### config.mk
export PLATFORM = sky130hd
export DESIGN_NAME = abg_async_port
export DESIGN_NICKNAME = d
export VERILOG_FILES = /design/src/rtl/abg_pkg.sv /design/src/rtl/abg_tick_if.sv /design/src/rtl/abg_clk_sel.sv /design/src/rtl/abg_reload_cnt.sv /design/src/rtl/abg_async_port.sv
export SDC_FILE = /design/constraint.sdc
export NUM_CORES = 1
export LEC_CHECK = 0
export ABC_AREA = 0
export BUFFER_PORTS_ARGS = -buffer_cell sky130_fd_sc_hd__buf_2
export CAP_MARGIN = 20
export CORE_ASPECT_RATIO = 0.5
export CORE_MARGIN = 10
export CORE_UTILIZATION = 50
export DETAILED_ROUTE_END_ITERATION = 6
export PLACE_DENSITY = 0.73
export SETUP_SLACK_MARGIN = 0.05
export SLEW_MARGIN = 0
export SYNTH_ARGS = -nofsm -noshare
export SYNTH_HDL_FRONTEND = slang
export SYNTH_SLANG_ARGS = --single-unit
### constraint.sdc
create_clock -name clk_i -period 1.8 [get_ports clk_i]
set_input_delay 0.36 -clock clk_i [delete_from_list [all_inputs] [get_ports clk_i]]
set_output_delay 0.36 -clock clk_i [all_outputs]
set_load 0.01 [all_outputs]
### src/rtl/abg_pkg.sv
// constants shared by the async serial port, its baud timer and clock selector
// assumes a single 20 MHz clock and a plain address/strobe register port
//
// Overview of operation
// - full duplex, eight-bit and nine-bit variable modes
// - received byte buffered while next byte arrives
// - data buffer writes load transmit holding register
// - data buffer reads return received byte only
// - interrupt request on either done flag
// - done flags stay set until software clears
// - baud from eight-bit auto-reload timer
// - transmit bit clock from timer low counter
// - hidden receive counter shares reload byte
// - both overflow streams divided by two
// - start edge forces receive counter reload
// - timer clock from five selectable sources
// - baud equals timer clock over reload span, halved
// - eight-bit frame, stop bit into ninth field
// - nine-bit frame carries software ninth bit
// - load only when flag clear and filter passes
// - tx flag at stop start; receive needs enable
package abg_pkg;
   localparam int ABG_ADDR_W = 3;
   localparam logic [2:0] ABG_OFF_CTRL = 3'h0;
   localparam logic [2:0] ABG_OFF_DATA = 3'h1;
   localparam logic [2:0] ABG_OFF_TMR = 3'h2;
   localparam logic [2:0] ABG_OFF_RELOAD = 3'h3;
   localparam logic [2:0] ABG_OFF_LOW = 3'h4;
   // serial_control_reg fields
   localparam int ABG_CTRL_MODE = 7;
   localparam int ABG_CTRL_ONE = 6;
   localparam int ABG_CTRL_MCE = 5;
   localparam int ABG_CTRL_REN = 4;
   localparam int ABG_CTRL_TB8 = 3;
   localparam int ABG_CTRL_RB8 = 2;
   localparam int ABG_CTRL_TI = 1;
   localparam int ABG_CTRL_RI = 0;
   localparam logic [7:0] ABG_CTRL_RST = 8'h40;
   localparam logic [7:0] ABG_DATA_RST = 8'h00;
   // timer control fields
   localparam int ABG_TMR_RUN = 0;
   localparam int ABG_TMR_SEL_LO = 1;
   localparam int ABG_TMR_IE = 7;
   localparam logic [7:0] ABG_TMR_RST = 8'h00;
   localparam logic [7:0] ABG_RELOAD_RST = 8'h00;
   localparam logic [7:0] ABG_CNT_MAX = 8'hFF;
   // clock source codes
   localparam logic [2:0] ABG_SEL_DIV4 = 3'h0;
   localparam logic [2:0] ABG_SEL_DIV12 = 3'h1;
   localparam logic [2:0] ABG_SEL_DIV48 = 3'h2;
   localparam logic [2:0] ABG_SEL_OSC8 = 3'h3;
   localparam logic [2:0] ABG_SEL_PIN = 3'h4;
   localparam int ABG_DIV_A = 4;
   localparam int ABG_DIV_B = 12;
   localparam int ABG_DIV_C = 48;
   localparam int ABG_DIV_OSC = 8;
   localparam logic [3:0] ABG_DATA_BITS = 4'h8;
endpackage

### src/rtl/abg_tick_if.sv
// bundle between the port and one eight-bit reload counter
// assumes all members change on the rising edge of the one clock
`timescale 1ns/1ps
interface abg_tick_if;
   logic tick;
   logic reload_force;
   logic load_we;
   logic [7:0] load_val;
   logic [7:0] reload;
   logic [7:0] count;
   logic ovf;
   modport timer (input tick, reload_force, load_we, load_val, reload, output count, ovf);
   modport ctrl (output tick, reload_force, load_we, load_val, reload, input count, ovf);
endinterface

### src/rtl/abg_clk_sel.sv
// timer clock enable selector: three system divides, oscillator divide, pin
// assumes external oscillator and pin inputs already synchronous to clk_i
`timescale 1ns/1ps
module abg_clk_sel
   import abg_pkg::*;
(
   input wire logic clk_i,
   input wire logic rst_i,
   input wire logic [2:0] sel_i,
   input wire logic ext_osc_i,
   input wire logic ext_pin_i,
   output logic tick_o
);
   logic [1:0] cnt_a;
   logic [3:0] cnt_b;
   logic [5:0] cnt_c;
   logic [2:0] cnt_o;
   logic osc_prev;
   logic pin_prev;
   wire end_a = (cnt_a == 2'(ABG_DIV_A - 1));
   wire end_b = (cnt_b == 4'(ABG_DIV_B - 1));
   wire end_c = (cnt_c == 6'(ABG_DIV_C - 1));
   wire osc_rise = ext_osc_i & ~osc_prev;
   wire end_o = osc_rise & (cnt_o == 3'(ABG_DIV_OSC - 1));
   wire pin_rise = ext_pin_i & ~pin_prev;
   wire next_tick = (sel_i == ABG_SEL_DIV4) ? end_a :
                    (sel_i == ABG_SEL_DIV12) ? end_b :
                    (sel_i == ABG_SEL_DIV48) ? end_c :
                    (sel_i == ABG_SEL_OSC8) ? end_o :
                    (sel_i == ABG_SEL_PIN) ? pin_rise : 1'b0;
   always_ff @(posedge clk_i) begin
      if (rst_i) begin
         cnt_a <= '0;
         cnt_b <= '0;
         cnt_c <= '0;
         cnt_o <= '0;
         // track the inputs so a high level at reset exit is no edge
         osc_prev <= ext_osc_i;
         pin_prev <= ext_pin_i;
         tick_o <= 1'b0;
      end else begin
         cnt_a <= end_a ? 2'h0 : cnt_a + 2'h1;
         cnt_b <= end_b ? 4'h0 : cnt_b + 4'h1;
         cnt_c <= end_c ? 6'h00 : cnt_c + 6'h01;
         if (osc_rise) cnt_o <= cnt_o + 3'h1;
         osc_prev <= ext_osc_i;
         pin_prev <= ext_pin_i;
         tick_o <= next_tick;
      end
   end
endmodule // abg_clk_sel

### src/rtl/abg_reload_cnt.sv
// eight-bit up counter with automatic reload on overflow
// assumes tick is a one-cycle enable from the clock selector
`timescale 1ns/1ps
module abg_reload_cnt
   import abg_pkg::*;
(
   input wire logic clk_i,
   input wire logic rst_i,
   abg_tick_if.timer bus
);
   wire wrap = bus.tick & (bus.count == ABG_CNT_MAX);
   always_ff @(posedge clk_i) begin
      if (rst_i) begin
         bus.count <= '0;
         bus.ovf <= 1'b0;
      end else begin
         bus.ovf <= wrap & ~bus.load_we & ~bus.reload_force;
         if (bus.load_we) begin
            bus.count <= bus.load_val;
         end else if (bus.reload_force | wrap) begin
            bus.count <= bus.reload;
         end else if (bus.tick) begin
            bus.count <= bus.count + 8'h01;
         end
      end
   end
endmodule // abg_reload_cnt

### src/rtl/abg_async_port.sv
// async serial port with its reload-timer baud generator and register port
// assumes rx_i and register strobes synchronous to clk_i, strobes never overlap
//
// Added by the designer: the address-and-strobe port and the placing of the registers.
`timescale 1ns/1ps
module abg_async_port
   import abg_pkg::*;
(
   input wire logic clk_i,
   input wire logic rst_i,
   input wire logic [ABG_ADDR_W-1:0] addr_i,
   input wire logic [7:0] wr_data_i,
   input wire logic wr_i,
   input wire logic rd_i,
   output logic [7:0] rd_data_o,
   input wire logic ext_osc_i,
   input wire logic baud_timer_ext_input_i,
   input wire logic rx_i,
   output logic tx_o,
   output logic irq_o
);
   typedef enum logic [2:0] {ABG_IDLE, ABG_START, ABG_DATA, ABG_NINTH, ABG_STOP} abg_state_t;

   // register state
   logic frame_mode_select;
   logic multiproc_filter_enable;
   logic rx_enable_bit;
   logic tx_ninth_bit;
   logic rx_ninth_bit;
   logic tx_done_flag;
   logic rx_done_flag;
   logic [7:0] serial_data_buffer;
   logic [7:0] tmr_ctrl;
   logic [7:0] baud_timer_reload_byte;

   // transmit state
   abg_state_t tx_state;
   logic [7:0] tx_hold;
   logic tx_pending;
   logic [7:0] tx_shift;
   logic [3:0] tx_cnt;
   logic tx_div;

   // receive state
   abg_state_t rx_state;
   logic [7:0] rx_shift;
   logic [3:0] rx_cnt;
   logic rx_nb;
   logic rx_div;
   logic rx_prev;

   logic timer_tick;

   abg_tick_if tx_bus ();
   abg_tick_if rx_bus ();

   // decode
   wire sel_ctrl = (addr_i == ABG_OFF_CTRL);
   wire sel_data = (addr_i == ABG_OFF_DATA);
   wire sel_tmr = (addr_i == ABG_OFF_TMR);
   wire sel_reload = (addr_i == ABG_OFF_RELOAD);
   wire sel_low = (addr_i == ABG_OFF_LOW);
   wire wr_ctrl = wr_i & sel_ctrl;
   wire wr_data = wr_i & sel_data;
   wire wr_tmr = wr_i & sel_tmr;
   wire wr_reload = wr_i & sel_reload;
   wire wr_low = wr_i & sel_low;
   wire timer_run = tmr_ctrl[ABG_TMR_RUN];
   wire irq_en = tmr_ctrl[ABG_TMR_IE];
   wire [2:0] clk_src = tmr_ctrl[ABG_TMR_SEL_LO +: 3];
   wire mode9 = frame_mode_select;

   wire [7:0] ctrl_view = {frame_mode_select, 1'b1, multiproc_filter_enable, rx_enable_bit,
                           tx_ninth_bit, rx_ninth_bit, tx_done_flag, rx_done_flag};
   // the transmit holding register has no read path at all
   wire [7:0] next_rd_data = sel_ctrl ? ctrl_view :
                             sel_data ? serial_data_buffer :
                             sel_tmr ? tmr_ctrl :
                             sel_reload ? baud_timer_reload_byte :
                             sel_low ? tx_bus.count : 8'h00;

   // baud generation
   abg_clk_sel u_clk_sel (
      .clk_i(clk_i),
      .rst_i(rst_i),
      .sel_i(clk_src),
      .ext_osc_i(ext_osc_i),
      .ext_pin_i(baud_timer_ext_input_i),
      .tick_o(timer_tick)
   );

   wire rx_start_edge = (rx_state == ABG_IDLE) & rx_enable_bit & rx_prev & ~rx_i;

   assign tx_bus.tick = timer_tick & timer_run;
   assign tx_bus.reload_force = 1'b0;
   assign tx_bus.load_we = wr_low; // software sees only the transmit counter
   assign tx_bus.load_val = wr_data_i;
   assign tx_bus.reload = baud_timer_reload_byte;

   assign rx_bus.tick = timer_tick & timer_run;
   assign rx_bus.reload_force = rx_start_edge;
   assign rx_bus.load_we = 1'b0;
   assign rx_bus.load_val = 8'h00;
   assign rx_bus.reload = baud_timer_reload_byte;

   abg_reload_cnt u_tx_cnt (
      .clk_i(clk_i),
      .rst_i(rst_i),
      .bus(tx_bus.timer)
   );

   abg_reload_cnt u_rx_cnt (
      .clk_i(clk_i),
      .rst_i(rst_i),
      .bus(rx_bus.timer)
   );

   // bit rate is overflow rate halved, so timer clock / (256 - reload) / 2
   wire tx_bit = tx_bus.ovf & tx_div;
   // receive samples on odd overflows after the forced reload: first one lands mid start bit
   wire rx_sample = rx_bus.ovf & ~rx_div;

   // transmit side
   wire tx_go = (tx_state == ABG_IDLE) & tx_pending & tx_bit;
   wire tx_last = (tx_cnt == ABG_DATA_BITS - 4'h1);
   wire tx_set = tx_bit & (((tx_state == ABG_DATA) & tx_last & ~mode9) |
                           (tx_state == ABG_NINTH));

   // receive side
   wire rx_last = (rx_cnt == ABG_DATA_BITS - 4'h1);
   wire rx_end = rx_sample & (rx_state == ABG_STOP);
   wire rx_check = mode9 ? rx_nb : rx_i;
   wire rx_accept = rx_end & ~rx_done_flag & (~multiproc_filter_enable | rx_check);

   // flags: hardware set wins over a software clear in the same cycle
   wire next_tx_done = tx_set | (wr_ctrl ? wr_data_i[ABG_CTRL_TI] : tx_done_flag);
   wire next_rx_done = rx_accept | (wr_ctrl ? wr_data_i[ABG_CTRL_RI] : rx_done_flag);
   wire next_irq = irq_en & (next_tx_done | next_rx_done);

   always_ff @(posedge clk_i) begin
      if (rst_i) begin
         frame_mode_select <= ABG_CTRL_RST[ABG_CTRL_MODE];
         multiproc_filter_enable <= ABG_CTRL_RST[ABG_CTRL_MCE];
         rx_enable_bit <= ABG_CTRL_RST[ABG_CTRL_REN];
         tx_ninth_bit <= ABG_CTRL_RST[ABG_CTRL_TB8];
         tmr_ctrl <= ABG_TMR_RST;
         baud_timer_reload_byte <= ABG_RELOAD_RST;
      end else begin
         if (wr_ctrl) begin
            frame_mode_select <= wr_data_i[ABG_CTRL_MODE];
            multiproc_filter_enable <= wr_data_i[ABG_CTRL_MCE];
            rx_enable_bit <= wr_data_i[ABG_CTRL_REN];
            tx_ninth_bit <= wr_data_i[ABG_CTRL_TB8];
         end
         if (wr_tmr) tmr_ctrl <= wr_data_i;
         if (wr_reload) baud_timer_reload_byte <= wr_data_i;
      end
   end

   always_ff @(posedge clk_i) begin
      if (rst_i) begin
         tx_done_flag <= ABG_CTRL_RST[ABG_CTRL_TI];
         rx_done_flag <= ABG_CTRL_RST[ABG_CTRL_RI];
         irq_o <= 1'b0;
         rd_data_o <= 8'h00;
      end else begin
         tx_done_flag <= next_tx_done;
         rx_done_flag <= next_rx_done;
         irq_o <= next_irq;
         rd_data_o <= rd_i ? next_rd_data : 8'h00;
      end
   end

   // receive buffer and ninth field; software may also write the ninth field
   always_ff @(posedge clk_i) begin
      if (rst_i) begin
         serial_data_buffer <= ABG_DATA_RST;
         rx_ninth_bit <= ABG_CTRL_RST[ABG_CTRL_RB8];
      end else if (rx_accept) begin
         serial_data_buffer <= rx_shift;
         rx_ninth_bit <= rx_check;
      end else if (wr_ctrl) begin
         rx_ninth_bit <= wr_data_i[ABG_CTRL_RB8];
      end
   end

   // transmit holding register and divider
   always_ff @(posedge clk_i) begin
      if (rst_i) begin
         tx_hold <= 8'h00;
         tx_pending <= 1'b0;
         tx_div <= 1'b0;
      end else begin
         if (tx_bus.ovf) tx_div <= ~tx_div;
         if (wr_data) begin
            tx_hold <= wr_data_i;
            tx_pending <= 1'b1;
         end else if (tx_go) begin
            tx_pending <= 1'b0;
         end
      end
   end

   // transmit sequencer: frames start on a bit boundary of the transmit clock
   always_ff @(posedge clk_i) begin
      if (rst_i) begin
         tx_state <= ABG_IDLE;
         tx_shift <= 8'h00;
         tx_cnt <= 4'h0;
         tx_o <= 1'b1;
      end else if (tx_bit) begin
         case (tx_state)
            ABG_IDLE: begin
               if (tx_pending) begin
                  tx_shift <= tx_hold;
                  tx_o <= 1'b0;
                  tx_state <= ABG_START;
               end
            end
            ABG_START: begin
               tx_o <= tx_shift[0];
               tx_shift <= {1'b0, tx_shift[7:1]};
               tx_cnt <= 4'h0;
               tx_state <= ABG_DATA;
            end
            ABG_DATA: begin
               if (tx_last) begin
                  if (mode9) begin
                     tx_o <= tx_ninth_bit;
                     tx_state <= ABG_NINTH;
                  end else begin
                     tx_o <= 1'b1;
                     tx_state <= ABG_STOP;
                  end
               end else begin
                  tx_o <= tx_shift[0];
                  tx_shift <= {1'b0, tx_shift[7:1]};
                  tx_cnt <= tx_cnt + 4'h1;
               end
            end
            ABG_NINTH: begin
               tx_o <= 1'b1;
               tx_state <= ABG_STOP;
            end
            ABG_STOP: begin
               tx_state <= ABG_IDLE;
            end
            default: begin
               tx_o <= 1'b1;
               tx_state <= ABG_IDLE;
            end
         endcase
      end
   end

   // receive sequencer; a high start sample is a glitch and is dropped
   always_ff @(posedge clk_i) begin
      if (rst_i) begin
         rx_state <= ABG_IDLE;
         rx_shift <= 8'h00;
         rx_cnt <= 4'h0;
         rx_nb <= 1'b0;
         rx_div <= 1'b0;
         rx_prev <= 1'b1;
      end else begin
         rx_prev <= rx_i;
         if (rx_start_edge) begin
            rx_div <= 1'b0;
            rx_state <= ABG_START;
         end else begin
            if (rx_bus.ovf) rx_div <= ~rx_div;
            if (rx_sample) begin
               case (rx_state)
                  ABG_IDLE: begin
                     rx_state <= ABG_IDLE;
                  end
                  ABG_START: begin
                     rx_cnt <= 4'h0;
                     rx_state <= rx_i ? ABG_IDLE : ABG_DATA;
                  end
                  ABG_DATA: begin
                     rx_shift <= {rx_i, rx_shift[7:1]};
                     rx_cnt <= rx_cnt + 4'h1;
                     if (rx_last) rx_state <= mode9 ? ABG_NINTH : ABG_STOP;
                  end
                  ABG_NINTH: begin
                     rx_nb <= rx_i;
                     rx_state <= ABG_STOP;
                  end
                  ABG_STOP: begin
                     rx_state <= ABG_IDLE;
                  end
                  default: begin
                     rx_state <= ABG_IDLE;
                  end
               endcase
            end
         end
      end
   end
endmodule // abg_async_port

======== Word level (Yosys, flattened, before mapping) ========
Index checks and enable logic that the tools add are counted.
storage, ports and cells
  output and inout port bits .............. 10
  word-level logic and storage cells ...... 186
  register bits ........................... 120
  input port bits ......................... 18
cells by class
  reductions and logical operators ........ 26
  muxes and demuxes ....................... 41
  add/sub/neg operators ................... 8
  equality and inequality tests ........... 29
  bitwise logic cells ..................... 45
operator list
  cell                                                  count
  two-way mux 8 bit                                     12
  bitwise AND 1 bit                                     27
  equality test 3 x 2 -> 1 bit (second input constant)  8
  case mux 8 bit (3 select lines)                       1
  AND reduction 3 bit                                   6
  two-way mux 1 bit                                     17
  adder 8 x 1 -> 8 bit (second input constant)          2
  equality test 8 bit (second input constant)           2
  case mux 4 bit (2 select lines)                       2
  equality test 3 bit (second input constant)           5
  adder 4 x 1 -> 4 bit (second input constant)          3
  equality test 3 x 1 -> 1 bit (second input constant)  4
  logical NOT 3 bit                                     4
  two-way mux 3 bit                                     4
  inverter 1 bit                                        12
  case mux 3 bit (4 select lines)                       1
  nonzero test 2 bit                                    6
  OR reduction 2 bit                                    5
  case mux 3 bit (3 select lines)                       1
  equality test 4 x 3 -> 1 bit (second input constant)  2
  inequality test 2 bit (second input constant)         4
  adder 6 x 1 -> 6 bit (second input constant)          1
  equality test 6 bit (second input constant)           1
  bitwise OR 1 bit                                      6
  other kinds (11)                                      13

======== Depth between registers and ports, before layout ========
  word-level depth ........................ 8
  depth in mapped cells ................... 7
  mapped depth without buffers ............ 6

======== Cells and area by module ========
From an unflattened synthesis, not the netlist that was laid out.
unflattened totals
  cells, all modules ...................... 683
  area, all modules ....................... 5919.4 µm²
modules (own cells, without submodules)
  module          times used  seq. area each (µm²)  cells each  area an instance (µm²)
  abg_async_port  1           1681.6                438         3754.9
  abg_reload_cnt  2           180.2                 87          718.2
  abg_clk_sel     1           360.3                 71          728.2

======== Worst setup path before layout ========
No wires, ideal clock.
  kind .................................... reg-to-reg
  start point ............................. register tx_cnt[0]
  end point ............................... register tx_shift[7]
  required time ........................... 1.728 ns
  period minus slack after synthesis ...... 1.714 ns
  library setup time ...................... 0.072 ns
  slack ................................... 0.086 ns
  cell stages (with the launch flop) ...... 8
  arrival ................................. 1.643 ns
  buffers on the path ..................... 2
  cell sequence ........................... dfxtp_1 -> ha_1 -> and3b_1 -> clkbuf_1 -> o22ai_1 -> and2_1 -> buf_2 -> mux2i_1
on the way
  cells in the longest elaborated chain, start to end .. 3
ends and longest elaborated chain
  element                          line                   source
  start, declared                  abg_async_port.sv:41   logic [3:0] tx_cnt;
  start signal, assigned           abg_async_port.sv:238  tx_cnt <= tx_cnt + 4'h1;
  equality test 4 x 3 -> 1 bit     abg_async_port.sv:125  wire tx_last = (tx_cnt == ABG_DATA_BITS - 4'h1);
  inequality test 2 bit (no line)  --
  AND reduction 4 bit (no line)    --
  end signal, assigned             abg_async_port.sv:215  tx_shift <= tx_hold;
  end signal, assigned             abg_async_port.sv:222  tx_shift <= {1'b0, tx_shift[7:1]};
  end signal, assigned             abg_async_port.sv:237  tx_shift <= {1'b0, tx_shift[7:1]};
  end, declared                    abg_async_port.sv:40   logic [7:0] tx_shift;
No other way between the ends.
A chain may end at the register's enable or synchronous reset.

======== Worst setup path after layout ========
  start point ............................. register tx_cnt[0]
  end point ............................... register tx_cnt[0]
on the way
  cells in the longest elaborated chain, start to end .. 3
  elaborated cells on any way between the ends .. 6
  those cells by class .................... add/sub: 1; eq/ne: 2; mux: 2; reduce/logical: 1
ends and longest elaborated chain
  element                                                                        line
  adder 4 x 1 -> 4 bit / equality test 4 x 3 -> 1 bit (equally long branches)    abg_async_port.sv:238, abg_async_port.sv:125
  two-way mux 4 bit / inequality test 2 bit (equally long branches)              --
  case mux 4 bit (2 select lines) / AND reduction 3 bit (equally long branches)  --
Parallel ways exist; a longest one is shown, timed or not. The select of a mux whose other input is x is not followed.

==> flow_summary.toml <==
[status]
status = "complete, no violations"

[cells_and_area]
mostFrequentLayoutCells = "119 x dfxtp_1, 85 x nand2_1, 75 x a21oi_1"
fin_nets = 702
seq_area_um2 = 2404
fill_cells = 880
antennaDiodeCount = 0
fin_area_um2 = 6459
syn_to_final_growth_pct = 17.91
layout_commonest_cell = "dfxtp_1"
multi_input_area_um2 = 2930
final_layout_size_suffix_gt1_share_pct = 15.33

[pwr]
p_sw_share_pct = 22.33
netSwitchingPower_mw = 1.408
internal_power_mw = 4.895
p_leak_nw = 2.315
power.total_mw = 6.302
vdd_drop_max_mv = 0.5766
power_frac_clock_pct = 51.6
seqPwrFrac_pct = 43.6
comb_power_share_pct = 4.7
power_density_nw_per_um2 = 975.8

[worst_setup_path]
critPathMaxFanout = 8
cp_cell_sequence = "ha_1 -> and3b_2 -> o21a_4 -> or4b_4 -> a21oi_2"
r2r_cells = 5
endpoint = "tx_cnt[0]"
slowest_delay_ps = 480
startpoint = "tx_cnt[0]"
start_kind = "flip-flop"
cp-end-kind = "flip-flop"
r2r_end = "tx_cnt[0]"
crit_required_ps = 2150
r2r_start = "tx_cnt[0]"
r2r_setup_slack_ps = 110
crit_path_top_delay_cell = "or4b_4"
crit_type = "flip-flop to flip-flop"
arrival_ps = 2040

[placement]
place_hpwl_um = 9618
io_buffers = 27
placed_area_um2 = 5838
place_congestion = 0.9158
preCtsSetupSlack_ps = 48.36

[timing]
timing_hold_violations_final = 0
fin_crit_sh_pct = 94.06
fin_tns_setup_ps = 0
slew_headroom_pct = 66.94
fin_skew_ps = 10.57
drv_slew = 0
post-route-min-period_ps = 1693
fmax_ghz = 0.5906
setup_viol = 0
rsz0062_at_grt = "yes"
worstMarginPinSlew_ps = 493.7
fin_ws_ps = 106.9

[floorplan]
die_area_um2 = 15800
ios = 28
initial_core_util_pct = 52.46
die_y_um = 94.01
rows = 26
die_w_um = 168.0
core_area_um2 = 10440

[detailed_routing]
drc = 0
final_antenna_net_count = 0
firstDrtPassIters = 6
routed_wl_um = 13920
vias = 4765
avgViaCountPerCell = 5.776
wl_per_cell_um = 16.87
drtIter0Drc = 421

[flow_run]
maxCapViolations = 0

[yosys]
synth_fp_nets = 667
avgSynthCellArea_um2 = 8.559
ys.warnings.count = 0
synth.distinct_cells = 58
synth_ff_type = "dfxtp_1"
synthesis.area_um2 = 5478
seq_area_frac_synth_pct = 43.86
syn_inst = 640
synth_edf_count = 0
synth-seq-cells = 120
synthArstFlopShare_pct = 0

[clock_tree]
clk_pin_slew_worst_paths_ps = 60
insertion_delay_ps = 420
cts_buffers = 17
clockBufferDepth = 2
cts_hold_buf = 0
cts_num_sinks = 120
cts_tree = "yes"
h-tree-depth = 4
root_buffer = "clkbuf_16"

[worst_hold_path]
worstHoldStart = "baud_timer_ext_input_i"
hp-class = "primary input to flip-flop"

[global_route]
gr-total-overflow = 0
grt_pass1_wl_um = 22700
grt_max_degree = 37
first_global_vias = 4418
antenna_found_initial = 0
grt.total_usage_pct = 17.67
[layer usage]
layer	global-route usage [%]	vias to the layer above	routed length, µm
li1	-	2334	-
met5	0	-	0
met1	23.45	2265	6665
met2	26.83	146	6119
met4	7.421	0	211
met3	4.470	20	925
[metrics by stage]
stage               utilization (%)  hold WS, ps  cells
finish                        61.85        70.43    825
global route                  61.85        63.29    825
CTS                           61.31        62.90    823
detailed placement            55.91        426.3    794
global placement              55.91        418.1    794
floorplan                         -        387.7    640
[layout make-up]
type,instances,area share [%]
multi-input combinational,474,45.37
sequential,120,37.21
clock buffer,20,7.071
tap,140,2.712
inverter,7,0.4068
timing repair buffer,55,5.637
clock inverter,9,1.589
[Yosys cell counts, types with 9 or more instances]
library cell | count | area, µm²
nand3_1 | 20 | 100.1
mux2i_1 | 47 | 470.5
ha_1 | 9 | 112.6
a21oi_1 | 76 | 380.4
nand2b_1 | 11 | 68.82
nand2_1 | 85 | 319.1
a211oi_1 | 10 | 75.07
o21ai_0 | 12 | 60.06
nor2_1 | 70 | 262.8
a311oi_1 | 9 | 78.83
xnor2_1 | 13 | 113.9
nor3_1 | 9 | 45.04
dfxtp_1 | 120 | 2402
clkbuf_1 | 31 | 116.4
[worst min path at each step]
stage	endpoint	slack [ps]	cells past startpoint
after floorplan	u_clk_sel.osc_prev	390	0
after global placement	u_clk_sel.cnt_a[0]	420	1
after detailed placement	u_clk_sel.cnt_a[0]	430	1
after CTS	u_clk_sel.pin_prev	60	1
after global routing	u_clk_sel.pin_prev	60	1
final	u_clk_sel.pin_prev	70	1
[power by group through the flow]
stage          logic (mW)  clock network, mW  registers [mW]
6_report            0.298               3.25            2.75
5_1_grt             0.328               3.40            2.75
4_1_cts             0.295               3.27            2.75
3_5_place_dp        0.292                  0            2.80
3_3_place_gp        0.285                  0            2.80
2_1_floorplan       0.185                  0            2.79
[kinds of logic after synthesis]
| group | share of synthesized area (%) |
|---|---|
| compound gates | 16.67 |
| xor+xnor | 2.718 |
| fa+ha+maj | 2.056 |
| buf+inv | 3.518 |
| flops | 43.86 |
| mux | 8.588 |
| simple gates | 22.59 |
[what timing repair did]
action	4_1_cts	5_1_grt
resized for setup	1	12
gates cloned	0	1
setup buffers	0	1
pin swaps	0	1
endpoints found under the setup margin	4	21
[state kept, by name, indices dropped and copies added, names as in the netlist, 6 cells and up]
register / flops
tx_shift: 8
serial_data_buffer: 8
u_clk_sel.cnt_c: 6
u_tx_cnt.bus.count: 8
baud_timer_reload_byte: 8
rd_data_o: 8
tx_hold: 8
rx_shift: 8
u_rx_cnt.bus.count: 8
tmr_ctrl: 8
[critical path: cells and delay by family, from the launching register on]
kind                       cells  cell delay [ps]
adders and majority gates      1              200
DFF                            1              330
and+or+nand+nor                2              720
AOI/OAI and AO/OA              2              370
Note: power is estimated with default switching activity, not from simulation.
